===== src/inc/fpfc_pkg.sv =====
// Constants and types of the flyback PWM fault control core
package fpfc_pkg;

  // ----------------------------------------
  // Clock and timing
  // ----------------------------------------
  localparam int CLK_HZ      = 40_000_000;
  localparam int CLK_MHZ     = CLK_HZ / 1_000_000;
  localparam int OPEN_DLY_MS = 56;
  localparam int VOVER_US    = 30;
  localparam int THERM_MS    = 17;
  localparam int THERM2_US   = 100;
  localparam int HOP_US      = 4400;
  localparam int SOFT_MS     = 4;
  localparam int BLANK_NS    = 360;
  localparam int OPEN_DLY_CYC = (CLK_HZ / 1000) * OPEN_DLY_MS;
  localparam int VOVER_CYC    = CLK_MHZ * VOVER_US;
  localparam int THERM_CYC    = (CLK_HZ / 1000) * THERM_MS;
  localparam int THERM2_CYC   = CLK_MHZ * THERM2_US;
  localparam int HOP_CYC      = CLK_MHZ * HOP_US;
  localparam int SOFT_CYC     = (CLK_HZ / 1000) * SOFT_MS;
  localparam int BLANK_CYC    = (BLANK_NS * CLK_MHZ + 999) / 1000;

  // ----------------------------------------
  // Switching periods in clock cycles
  // ----------------------------------------
  localparam int F_NOM_HZ   = 65000;
  localparam int F_HOPLO_HZ = 60800;
  localparam int F_HOPHI_HZ = 69200;
  localparam int F_MIN_HZ   = 22500;
  localparam logic [11:0] P_NOM    = 12'(CLK_HZ / F_NOM_HZ);
  localparam logic [11:0] P_HOPMIN = 12'(CLK_HZ / F_HOPHI_HZ);
  localparam logic [11:0] P_HOPMAX = 12'(CLK_HZ / F_HOPLO_HZ);
  localparam logic [11:0] P_GREEN  = 12'(CLK_HZ / F_MIN_HZ);
  localparam logic [6:0]  HOP_SPAN = 7'(P_HOPMAX - P_HOPMIN);
  localparam logic [10:0] G_SPAN   = 11'(P_GREEN - P_NOM);
  localparam logic [7:0]  DUTY_NUM = 8'hb3;
  localparam logic [7:0]  SAW_VALLEY = 8'he1;
  localparam logic [7:0]  SAW_FLAT   = 8'hff;
  localparam int          SAW_SHIFT  = 4;

  // ----------------------------------------
  // Register map
  // ----------------------------------------
  localparam logic [11:0] A_CTRL   = 12'h000;
  localparam logic [11:0] A_STATUS = 12'h004;
  localparam logic [11:0] A_CAUSE  = 12'h008;
  localparam logic [11:0] A_PERIOD = 12'h00c;
  localparam int B_EN  = 0;
  localparam int B_HOP = 1;
  localparam logic [1:0] CTRL_RST = 2'h3;

  // ----------------------------------------
  // Debounce channels
  // ----------------------------------------
  localparam int NDLY    = 5;
  localparam int D_OPEN  = 0;
  localparam int D_OVERC = 1;
  localparam int D_VOVER = 2;
  localparam int D_HOT   = 3;
  localparam int D_CRIT  = 4;

  typedef enum logic [1:0] {
    ST_OFF   = 2'b00,
    ST_RUN   = 2'b01,
    ST_ARST  = 2'b10,
    ST_LATCH = 2'b11
  } fpfc_state_t;

  typedef struct packed {
    logic vdd_on;
    logic vdd_off;
    logic vdd_clear;
    logic vdd_over;
    logic fb_nred;
    logic fb_min;
    logic fb_zero;
    logic fb_open;
    logic cs_limit;
    logic cs_over;
    logic cs_short;
    logic therm_warn;
    logic therm_crit;
  } fpfc_cmp_t;

  typedef struct packed {
    logic        psel;
    logic        penable;
    logic        pwrite;
    logic [11:0] paddr;
    logic [31:0] pwdata;
  } fpfc_apb_t;

endpackage : fpfc_pkg


===== src/hw/fpfc_core.sv =====
// Flyback PWM control core with protection sequencing and APB registers
//
// Overview of operation
// RL1 - Gate stays off until supply reaches turn-on level, then switching starts.
// RL2 - Heavy load switches at nominal 65 kHz.
// RL3 - Below 2.2 V feedback, frequency falls linearly toward 22.5 kHz.
// RL4 - Below 2.1 V feedback, frequency fixed at minimum, deep green state.
// RL5 - Below 1.7 V feedback, switching stops; resumes once feedback rises.
// RL6 - Frequency sweeps 60.8 to 69.2 kHz with 4.4 ms period.
// RL7 - Auto-restart fault ends switching and holds gate off.
// RL8 - Auto-restart clears at 8.5 V supply, resumes at 16 V.
// RL9 - Latch fault stops switching until supply falls below 4 V.
// RL10 - Supply overvoltage and overtemperature latch; others auto-restart.
// RL11 - Current limit ends gate pulse for rest of cycle.
// RL12 - Overcurrent held beyond 56 ms shuts gate as a fault.
// RL13 - Feedback above 4.6 V beyond 56 ms raises open-loop fault.
// RL14 - Supply overvoltage at 25 V faults after 30 us debounce.
// RL15 - Thermistor below 1.0 V for debounce time disables gate.
// RL16 - Thermistor below 0.7 V latches after shorter debounce.
// RL17 - Shorter thermal debounce is 100 us.
// RL18 - Current-limit reference rises as sawtooth within each cycle.
// RL19 - Current sense ignored for 360 ns after gate turn-on.
// RL20 - Current-limit reference ramps up over 4 ms after start.
// RL21 - Faults and burst-off force gate low at once.
// RL22 - Flags synchronised; debounce timers restart when condition drops.
//
// Register access over APB and the register offsets were decided locally.
`timescale 1ns/1ps
`default_nettype none

module fpfc_core #(
  parameter int OPEN_CYC  = fpfc_pkg::OPEN_DLY_CYC,
  parameter int THERM_CYC = fpfc_pkg::THERM_CYC,
  parameter int HOP_CYC   = fpfc_pkg::HOP_CYC,
  parameter int SOFT_CYC  = fpfc_pkg::SOFT_CYC,
  parameter bit LATCH_ALL = 1'b0
) (
  // Clock and reset
  input  wire logic               clk,
  input  wire logic               rst_b,
  // Comparator flags
  input  wire fpfc_pkg::fpfc_cmp_t cmp,
  input  wire logic [7:0]         fb_level,
  // APB slave
  input  wire fpfc_pkg::fpfc_apb_t apb,
  output logic [31:0]             prdata,
  output logic                    pready,
  output logic                    pslverr,
  // Power stage
  output logic                    gate_drive,
  output logic [7:0]              cl_ref,
  output logic                    deep_green,
  output logic                    burst_off
);

  // ----------------------------------------
  // State
  // ----------------------------------------
  localparam int SOFT_STEP = SOFT_CYC / 256;
  localparam int HOP_STEP  = HOP_CYC / (2 * int'(fpfc_pkg::HOP_SPAN));
  localparam logic [21:0] LIM_OPEN  = 22'(OPEN_CYC);
  localparam logic [21:0] LIM_THERM = 22'(THERM_CYC);
  localparam logic [21:0] LIM_VOVER = 22'(fpfc_pkg::VOVER_CYC);
  // RL17 short thermal debounce
  localparam logic [21:0] LIM_CRIT  = 22'(fpfc_pkg::THERM2_CYC);
  localparam logic [4:0]  BLANK     = 5'(fpfc_pkg::BLANK_CYC);
  // Overcurrent shares the open-loop delay
  localparam logic [4:0][21:0] LIM = {LIM_CRIT, LIM_THERM, LIM_VOVER,
                                      LIM_OPEN, LIM_OPEN};

  typedef struct packed {
    fpfc_pkg::fpfc_state_t st;
    fpfc_pkg::fpfc_cmp_t   s1;
    fpfc_pkg::fpfc_cmp_t   s2;
    logic [7:0]            lvl1;
    logic [7:0]            lvl2;
    logic [11:0]           cnt;
    logic [11:0]           per;
    logic [11:0]           ton_max;
    logic [4:0]            blank;
    logic [4:0]            on_cnt;
    logic [6:0]            hop;
    logic                  hop_dn;
    logic [17:0]           hop_tmr;
    logic [7:0]            ss;
    logic [17:0]           ss_tmr;
    logic [4:0][21:0]      dly;
    logic [4:0]            hit;
    logic                  gate;
    logic                  burst;
    logic                  deep;
    logic [7:0]            cl;
    logic [1:0]            ctrl;
    logic [5:0]            cause;
    logic                  pready;
    logic                  pslverr;
    logic [31:0]           prdata;
  } fpfc_core_st_t;

  fpfc_core_st_t q;
  fpfc_core_st_t n;
  logic [4:0]    cond;
  logic          quiet;
  logic [11:0]   per_sel;
  logic [18:0]   g_prod;
  logic [19:0]   d_prod;
  logic [7:0]    saw;
  logic          wr;
  logic          latch_ev;
  logic          arst_ev;

  assign cond = {q.s2.therm_crit, q.s2.therm_warn, q.s2.vdd_over,
                 q.s2.cs_over, q.s2.fb_open};

  // ----------------------------------------
  // Next state
  // ----------------------------------------
  always_comb
  begin
    n = q;
    // RL22 two-stage sync
    n.s1   = cmp;
    n.s2   = q.s1;
    n.lvl1 = fb_level;
    n.lvl2 = q.lvl1;

    // RL22 debounce restart
    for (int i = 0; i < fpfc_pkg::NDLY; i++)
    begin
      if (!cond[i])
        n.dly[i] = '0;
      else if (q.dly[i] != LIM[i])
        n.dly[i] = q.dly[i] + 22'h1;
      n.hit[i] = cond[i] && (q.dly[i] == LIM[i]);
    end

    // RL12 RL13 delayed faults
    arst_ev = q.hit[fpfc_pkg::D_OPEN] || q.hit[fpfc_pkg::D_OVERC] ||
              q.s2.cs_short;
    // RL10 fault classes
    latch_ev = q.hit[fpfc_pkg::D_VOVER] || q.hit[fpfc_pkg::D_CRIT] ||
               (LATCH_ALL && arst_ev);

    case (q.st)
      fpfc_pkg::ST_OFF:
      begin
        // RL1 wait for turn-on level
        if (q.s2.vdd_on)
          n.st = fpfc_pkg::ST_RUN;
      end
      fpfc_pkg::ST_RUN:
      begin
        // RL14 RL16 latch entry
        if (latch_ev)
          n.st = fpfc_pkg::ST_LATCH;
        // RL7 stop on restart fault
        else if (arst_ev)
          n.st = fpfc_pkg::ST_ARST;
        else if (q.s2.vdd_off)
          n.st = fpfc_pkg::ST_OFF;
      end
      fpfc_pkg::ST_ARST:
      begin
        // RL8 clear at turn-off level
        if (q.s2.vdd_off)
          n.st = fpfc_pkg::ST_OFF;
      end
      fpfc_pkg::ST_LATCH:
      begin
        // RL9 release on discharge
        if (q.s2.vdd_clear)
          n.st = fpfc_pkg::ST_OFF;
      end
      default: n.st = fpfc_pkg::ST_OFF;
    endcase

    // RL6 triangular hop sweep
    if (q.hop_tmr >= 18'(HOP_STEP - 1))
    begin
      n.hop_tmr = '0;
      if (q.hop_dn)
      begin
        n.hop = q.hop - 7'h1;
        n.hop_dn = (q.hop != 7'h1);
      end
      else
      begin
        n.hop = q.hop + 7'h1;
        n.hop_dn = (q.hop + 7'h1 == fpfc_pkg::HOP_SPAN);
      end
    end
    else
      n.hop_tmr = q.hop_tmr + 18'h1;

    // RL3 linear reduction band
    g_prod = 19'(fpfc_pkg::G_SPAN * q.lvl2);
    if (q.s2.fb_min)
      // RL4 fixed minimum frequency
      per_sel = fpfc_pkg::P_GREEN;
    else if (q.s2.fb_nred)
      per_sel = fpfc_pkg::P_GREEN - {1'b0, g_prod[18:8]};
    else if (q.ctrl[fpfc_pkg::B_HOP])
      per_sel = fpfc_pkg::P_HOPMIN + {5'h0, q.hop};
    else
      // RL2 nominal frequency
      per_sel = fpfc_pkg::P_NOM;
    d_prod = 20'(per_sel * fpfc_pkg::DUTY_NUM);

    // RL20 soft-start ramp
    if (q.st != fpfc_pkg::ST_RUN)
    begin
      n.ss = '0;
      n.ss_tmr = '0;
    end
    else if (q.ss_tmr >= 18'(SOFT_STEP - 1))
    begin
      n.ss_tmr = '0;
      if (q.ss != 8'hff)
        n.ss = q.ss + 8'h1;
    end
    else
      n.ss_tmr = q.ss_tmr + 18'h1;

    // RL5 burst gating
    n.burst = q.s2.fb_zero && q.st == fpfc_pkg::ST_RUN;
    n.deep  = q.s2.fb_min && q.st == fpfc_pkg::ST_RUN;

    // RL21 override of pulse logic
    quiet = q.st != fpfc_pkg::ST_RUN || n.st != fpfc_pkg::ST_RUN ||
            q.s2.fb_zero || q.hit[fpfc_pkg::D_HOT] ||
            !q.ctrl[fpfc_pkg::B_EN];

    if (q.cnt >= q.per - 12'h1)
    begin
      n.cnt = '0;
      n.per = per_sel;
      n.ton_max = d_prod[19:8];
      n.gate = 1'b1;
      // RL19 blanking after turn-on
      n.blank = BLANK;
    end
    else
    begin
      n.cnt = q.cnt + 12'h1;
      if (q.blank != 5'h0)
        n.blank = q.blank - 5'h1;
      // RL11 cycle-by-cycle limit
      if ((q.blank == 5'h0 && q.s2.cs_limit) || q.cnt >= q.ton_max)
        n.gate = 1'b0;
    end
    // RL15 thermal disable
    if (quiet)
      n.gate = 1'b0;
    n.on_cnt = !n.gate ? 5'h0 :
               (q.on_cnt == 5'h1f ? q.on_cnt : q.on_cnt + 5'h1);

    // RL18 sawtooth limit reference
    if (q.cnt[11:fpfc_pkg::SAW_SHIFT] >= 8'(fpfc_pkg::SAW_FLAT - fpfc_pkg::SAW_VALLEY))
      saw = fpfc_pkg::SAW_FLAT;
    else
      saw = fpfc_pkg::SAW_VALLEY + q.cnt[fpfc_pkg::SAW_SHIFT+7:fpfc_pkg::SAW_SHIFT];
    n.cl = (q.ss < saw) ? q.ss : saw;

    // APB slave, zero wait states
    wr = apb.psel && apb.penable && q.pready && apb.pwrite;
    n.pready = apb.psel && !apb.penable;
    n.pslverr = 1'b0;
    n.prdata = q.prdata;
    if (apb.psel && !apb.penable)
    begin
      n.prdata = '0;
      if (apb.paddr == fpfc_pkg::A_CTRL)
        n.prdata = {30'h0, q.ctrl};
      else if (apb.paddr == fpfc_pkg::A_STATUS)
        n.prdata = {20'h0, q.hit, q.deep, q.burst, q.gate, q.st, 2'h0};
      else if (apb.paddr == fpfc_pkg::A_CAUSE)
        n.prdata = {26'h0, q.cause};
      else if (apb.paddr == fpfc_pkg::A_PERIOD)
        n.prdata = {20'h0, q.per};
      else
        n.pslverr = 1'b1;
    end
    if (wr && apb.paddr == fpfc_pkg::A_CTRL)
      n.ctrl = apb.pwdata[1:0];
    // Hardware set beats software clear
    if (wr && apb.paddr == fpfc_pkg::A_CAUSE)
      n.cause = q.cause & ~apb.pwdata[5:0];
    if (q.st == fpfc_pkg::ST_RUN)
      n.cause = n.cause | {q.s2.cs_short, q.hit};
  end

  // ----------------------------------------
  // Registers
  // ----------------------------------------
  always_ff @(posedge clk)
  begin
    if (!rst_b)
    begin
      q <= '0;
      q.per <= fpfc_pkg::P_NOM;
      q.ctrl <= fpfc_pkg::CTRL_RST;
    end
    else
      q <= n;
  end

  assign prdata     = q.prdata;
  assign pready     = q.pready;
  assign pslverr    = q.pslverr;
  assign gate_drive = q.gate;
  assign cl_ref     = q.cl;
  assign deep_green = q.deep;
  assign burst_off  = q.burst;
endmodule : fpfc_core

`default_nettype wire


===== config.mk =====
export PLATFORM = sky130hd
export DESIGN_NAME = fpfc_core
export DESIGN_NICKNAME = d
export VERILOG_FILES = /design/src/inc/fpfc_pkg.sv /design/src/hw/fpfc_core.sv
export SDC_FILE = /design/constraint.sdc
export NUM_CORES = 1
export LEC_CHECK = 0
export BUFFER_PORTS_ARGS = -buffer_cell sky130_fd_sc_hd__buf_2
export CAP_MARGIN = 20
export CORE_ASPECT_RATIO = 1.5
export CORE_MARGIN = 2
export CORE_UTILIZATION = 50
export CTS_CLUSTER_DIAMETER = 200
export DETAILED_ROUTE_END_ITERATION = 8
export GPL_TIMING_DRIVEN = 1
export PLACE_DENSITY = 0.68
export SYNTH_ARGS = -nofsm -noshare
export SYNTH_HDL_FRONTEND = slang
export SYNTH_SLANG_ARGS = --single-unit

===== constraint.sdc =====
create_clock -name clk -period 20.1 [get_ports clk]
set_input_delay 4.02 -clock clk [delete_from_list [all_inputs] [get_ports clk]]
set_output_delay 4.02 -clock clk [all_outputs]
set_load 0.01 [all_outputs]

==> flow_metrics.env, run 1 <==
export IMPL_status="completed"
export IMPL_worst_pin_slew_ps=919
export IMPL_crit_path_max_fanout=7
export IMPL_crit_buf_inv=2
export IMPL_drt_iter0_markers=488
export IMPL_yosysSeqAreaShare=0.366
export IMPL_synth_edff_count=0
export IMPL_syn_to_final_growth_pct=9.72
export IMPL_drc=0
export IMPL_cp_end_kind="register"
export IMPL_fp_row_count=79
export IMPL_via_per_inst=5.25
export IMPL_synth_top_area_share=0.366
export IMPL_grt_pass1_wl_um=52500
export IMPL_drv_slew=0
export IMPL_grt_max_degree=77
export IMPL_avgSynthCellArea_um2=8.82
export IMPL_vias=11800
export IMPL_die_h_um=220
export IMPL_hpwlAfterDp_um=23400
export IMPL_antenna_cells=0
export IMPL_clkTransAtPathRegs_ps=60
export IMPL_grt_pass1_vias=11600
export IMPL_cts_buffer_depth=3
export IMPL_die_x_um=148
export IMPL_skew_ps=16.2
export IMPL_cts_setup_buffers=0
export IMPL_setup_tns_ps=0
export IMPL_numCtsBuffers=28
export IMPL_critPathKind="reg2reg"
export IMPL_clock_latency_ps=570
export IMPL_ys_warn_count=0
export IMPL_port_buffers=68
export IMPL_max_stage_delay_ps=520
export IMPL_hold_viol_final=0
export IMPL_cts_max_level=1
export IMPL_antenna_found_initial=0
export IMPL_slowest_stage="fa_1"
export IMPL_ys_flop_type="dfxtp_1"
export IMPL_dieArea_mm2=0.0326
export IMPL_core_area_mm2=0.0308
export IMPL_start_util=0.505
export IMPL_io_pins=115
export IMPL_grt_overflow=0
export IMPL_drt_antenna_violating_nets=0
export IMPL_maxCapViolations=0
export IMPL_drtPass1Iterations=5
export IMPL_cts_root_buf="clkbuf_16"
export IMPL_fin_crit_ps=7810
export IMPL_leakage_nw=6.98
export IMPL_synth_cell_types=75
export IMPL_gp_congestion=0.851
export IMPL_wl_per_cell_um=13.8
export IMPL_synth_area_leaders="dfxtp_1 (37%), ha_1 (12%), nor2_1 (5.2%), xor2_1 (5.2%), xnor2_1 (4.2%)"
export IMPL_ys_ff_latch=285
export IMPL_netlist_area_mm2=0.0156
export IMPL_netlist_instances=1766
export IMPL_cpMostUsedCell="ha_1"
export IMPL_worstSetupStartpointType="register"
export IMPL_cts_sinks=285
export IMPL_cts_tree="built"
export IMPL_clock_fmax_mhz=128
export IMPL_fin_nets=2062
export IMPL_p_total_mw=1.34
export IMPL_crit_family="adder cells"
export IMPL_slew_headroom=0.387
export IMPL_cts_resized=0
export IMPL_finalCritPeriodShare=0.389
export IMPL_rsz0062_at_grt="false"
export IMPL_critical_path_required_ps=20550
export IMPL_final_cell_mix="dfxtp_1 (285), nor2_1 (217), ha_1 (144)"
export IMPL_hp_class="reg2reg"
export IMPL_grt_use_total=0.192
export IMPL_p_per_area_mw_per_mm2=78.2
export IMPL_wirelength_um=31000
export IMPL_async_flop_share=0
export IMPL_synth_top_area_cell="dfxtp_1"
export IMPL_ir_drop_mv=0.0642
export IMPL_arrival_ps=8260
export IMPL_setup_viol=0
export IMPL_ctsHoldBuffers=0
export IMPL_final_common_cell="dfxtp_1"
export IMPL_drive_gt1_frac=0.0843
==> final cells by class <==
type	instances	area, um2
Clock buffer	40	826
Clock inverter	10	133
Fill cell	2870	13700
Inverter	125	469
Multi-Input combinational cell	1301	9040
Sequential cell	285	5710
Tap cell	405	507
Timing Repair Buffer	78	415
==> per-stage QoR <==
step | utilization | cells | instance area [um2] | worst slack (ps) | hold WS (ps)
3_3_place_gp | 0.523 | 2194 | 16100 | 12370 | 415
4_1_cts | 0.554 | 2244 | 17100 | 12270 | 432
5_1_grt | 0.554 | 2244 | 17100 | 11880 | 442
3_5_place_dp | 0.523 | 2194 | 16100 | 12270 | 417
6_report | 0.554 | 2244 | 17100 | 12290 | 428
2_1_floorplan | - | 1802 | 15700 | 12970 | 412
==> final timing paths <==
path / from / to / slack [ps] / depth (start not counted)
max: q[273] / q[240] / 12290 / 26
min: n[267] / q[267] / 430 / 1
max reg2reg: q[273] / q[240] / 12290 / 26
min reg2reg: n[267] / q[267] / 430 / 1
==> registers in the layout, summed over array words and instances (netlist names) <==
name / flops
pready: 1
gate_drive: 1
cond: 5
q: 234
n: 21
cl_ref: 8
burst_off: 1
deep_green: 1
prdata: 12
pslverr: 1
==> worst register-to-register path: stages, from the launching register on <==
cell       delay (ps)
dfxtp_1           450
ha_1              300
fa_1              460
ha_1              310
ha_1              330
nand4_1           150
o21ai_2           350
a21oi_1           150
xor2_1            170
ha_1              240
or3_1             380
a32oi_1           200
nor2_1            170
ha_1              360
fa_1              430
fa_1              520
inv_1              50
fa_1              520
inv_1              40
ha_1              320
and3_1            220
a2111oi_2         420
o21ai_1           190
a31o_2            270
o21ai_0           250
mux2_2            370
o311ai_0           90
==> synthesized netlist by cell type, types with 6 or more instances <==
library cell / n
dfxtp_1: 285
nor2_1: 217
ha_1: 144
inv_1: 125
nand2_1: 117
xor2_1: 92
a21oi_1: 81
xnor2_1: 75
nand3_1: 74
nor3_1: 54
and2_1: 53
buf_4: 42
and3_1: 40
clkbuf_1: 39
o21ai_0: 37
fa_1: 29
nand4_1: 29
nor4_1: 25
or3_1: 24
mux2i_1: 18
a21o_1: 10
nand2b_1: 9
nor4b_1: 9
a211oi_1: 8
a22oi_1: 8
mux2_2: 8
nand4b_1: 8
a31oi_1: 7
nor2b_1: 7
a32o_1: 6
buf_1: 6
==> layer usage <==
metal	track usage	up-vias	wire length, um
met5	0	-	0
met4	0.0654	0	809
met3	0.0241	49	838
met2	0.378	129	16600
met1	0.208	5561	12700
li1	-	6044	-
==> kinds of logic after synthesis <==
kind of cell / after synthesis / share of synthesized area
AO/OA/AOI/OAI: 207 / 0.0877
XOR/XNOR: 167 / 0.0939
adder cells (fa/ha/maj): 173 / 0.153
buffers and inverters: 216 / 0.0625
flip-flops: 285 / 0.366
multiplexers: 26 / 0.0173
other: 1 / 0.000241
AND/OR/NAND/NOR: 691 / 0.219
==> report_power, final <==
group | leakage [nW] | internal (mW) | total, mW | switching, mW
registers | 2.31 | 0.576 | 0.584 | 0.00808
clock network | 0.463 | 0.312 | 0.534 | 0.222
logic | 4.20 | 0.0965 | 0.219 | 0.123
No activity file was read; power rests on OpenSTA's default activity.
==> run 2, diff against run 1 <==
Settings changed: PLACE_DENSITY 0.68 to 0.71.
Clock period 20.1 ns to 6.93 ns, I/O delays scaled along.
==> flow_metrics.env, run 2 (synthesis gave the netlist of run 1 again) <==
export IMPL_status="completed"
export IMPL_ir_drop_mv=0.225
export IMPL_io_pins=115
export IMPL_fin_crit_ps=6810
export IMPL_fin_nets=2128
export IMPL_hp_class="reg2reg"
export IMPL_rsz0062_at_grt="true"
export IMPL_finalCritPeriodShare=0.983
export IMPL_setup_tns_ps=0
export IMPL_gp_congestion=0.889
export IMPL_vias=12300
export IMPL_num_fill_cells=2694
export IMPL_arrival_ps=7280
export IMPL_clock_latency_ps=580
export IMPL_r2r_start="q[273]"
export IMPL_wl_per_cell_um=14.4
export IMPL_drc=0
export IMPL_cts_buffer_depth=3
export IMPL_grt_max_degree=81
export IMPL_fp_row_count=79
export IMPL_die_x_um=148
export IMPL_p_total_mw=4.31
export IMPL_cts_sinks=285
export IMPL_rr_worst_depth=27
export IMPL_antenna_cells=0
export IMPL_critical_path_required_ps=7400
export IMPL_hold_viol_final=0
export IMPL_startpoint="q[273]"
export IMPL_grt_overflow=0
export IMPL_worstSetupStartpointType="register"
export IMPL_critPathKind="reg2reg"
export IMPL_port_buffers=68
export IMPL_wirelength_um=33300
export IMPL_cts_max_level=1
export IMPL_reg2reg_setup_slack_ps=120
export IMPL_final_common_cell="dfxtp_1"
export IMPL_grt_pass1_vias=12200
export IMPL_cp_endpoint="q[240]"
export IMPL_worst_pin_slew_ps=1060
export IMPL_grt_use_total=0.198
export IMPL_skew_ps=26.0
export IMPL_start_util=0.505
export IMPL_hpwlAfterDp_um=24400
export IMPL_multiInputGateArea_mm2=0.00958
export IMPL_antenna_found_initial=0
export IMPL_final_cell_mix="dfxtp_1 (282), nor2_1 (212), ha_1 (125)"
export IMPL_grt_pass1_wl_um=54400
export IMPL_drive_gt1_frac=0.152
export IMPL_drt_antenna_violating_nets=0
export IMPL_largest_register_ffs=234
export IMPL_drt_iter0_markers=569
export IMPL_dieArea_mm2=0.0326
export IMPL_maxCapViolations=0
export IMPL_crit_path_max_fanout=4
export IMPL_clkTransAtPathRegs_ps=60
export IMPL_final_area_mm2=0.0182
export IMPL_clock_fmax_mhz=147
export IMPL_die_h_um=220
export IMPL_hold_slack_ps=422
export IMPL_slew_headroom=0.283
export IMPL_cts_tree="built"
export IMPL_numCtsBuffers=28
export IMPL_drv_slew=0
export IMPL_p_per_area_mw_per_mm2=237
export IMPL_leakage_nw=7.38
export IMPL_seq_area_mm2=0.00571
export IMPL_place_area_mm2=0.0166
export IMPL_via_per_inst=5.34
export IMPL_syn_to_final_growth_pct=16.8
export IMPL_largest_register="q"
export IMPL_cp_end_kind="register"
export IMPL_core_area_mm2=0.0308
export IMPL_setup_viol=0
export IMPL_drtPass1Iterations=5
export IMPL_cts_root_buf="clkbuf_16"
export IMPL_r2r_end="q[240]"
export IMPL_final_util=0.590
[run 2: changes by cell type in the layout (fill, tap and decap cells not counted), moves of 5 or more]
cell      change
buf_4        +60
ha_1         -19
ha_4         +16
inv_1         -8
inv_2         +8
clkbuf_8      -7
buf_6         +6
o21ai_0       -6
nor2_1        -5
[run 2: layout make-up]
type / count / share of cell area
tap: 405 / 0.0278
sequential: 285 / 0.314
timing repair buffer: 144 / 0.0513
clock inverter: 19 / 0.0158
inverter: 125 / 0.0258
clock buffer: 31 / 0.0396
multi-input combinational: 1301 / 0.526
[run 2: metrics by stage]
stage / setup slack [ps] / instances
finish: 118 / 2310
global route: -137 / 2310
CTS: 6.30 / 2301
detailed placement: -311 / 2246
global placement: -190 / 2246
floorplan: 20.5 / 1802
[run 2: worst max-delay path: stages, from the launching register on]
cell      delay (ps)
dfxtp_1          370
ha_4             220
fa_1             550
ha_4             220
ha_4             280
nand4_1          160
buf_4            190
o21a_4           210
o21ai_4          280
xnor2_4          130
o21bai_4         140
xor2_1           200
a22oi_2          110
or2_4            310
buf_4            160
ha_1             280
fa_1             460
fa_1             500
inv_1             60
fa_1             550
inv_1             80
ha_4             250
nor3_4           160
nor2_2            60
a31o_4           260
o21ai_4          140
mux2_4           310
o311ai_2          70
[run 2: where the power goes]
| part | switching [mW] | internal [mW] |
|---|---|---|
| registers | 0.0225 | 1.67 |
| clock network | 0.670 | 0.983 |
| logic | 0.476 | 0.486 |
| total | 1.17 | 3.14 |
[run 2: routing by layer]
| layer | track usage | vias to the layer above | share of wire |
|---|---|---|---|
| met5 | 0 | - | 0 |
| met4 | 0.0838 | 0 | 0.036 |
| met3 | 0.0212 | 81 | 0.031 |
| met2 | 0.388 | 200 | 0.54 |
| met1 | 0.213 | 5870 | 0.40 |
| li1 | - | 6178 | - |
[run 2: repair_timing]
action,4_1_cts,5_1_grt
setup buffers,6,9
pin swaps,20,51
setup endpoints to repair,6,8
hold buffers,0,0
gates resized for setup,26,66
[run 2: worst min path at each step]
stage | from | endpoint | slack [ps] | cells after the start
final | n[293] | q[293] | 420 | 1
after global routing | n[293] | q[293] | 450 | 1
after CTS | n[293] | q[293] | 420 | 1
after detailed placement | n[271] | q[271] | 420 | 1
after global placement | n[267] | q[267] | 420 | 1
after floorplan | n[287] | cond[0] | 410 | 1
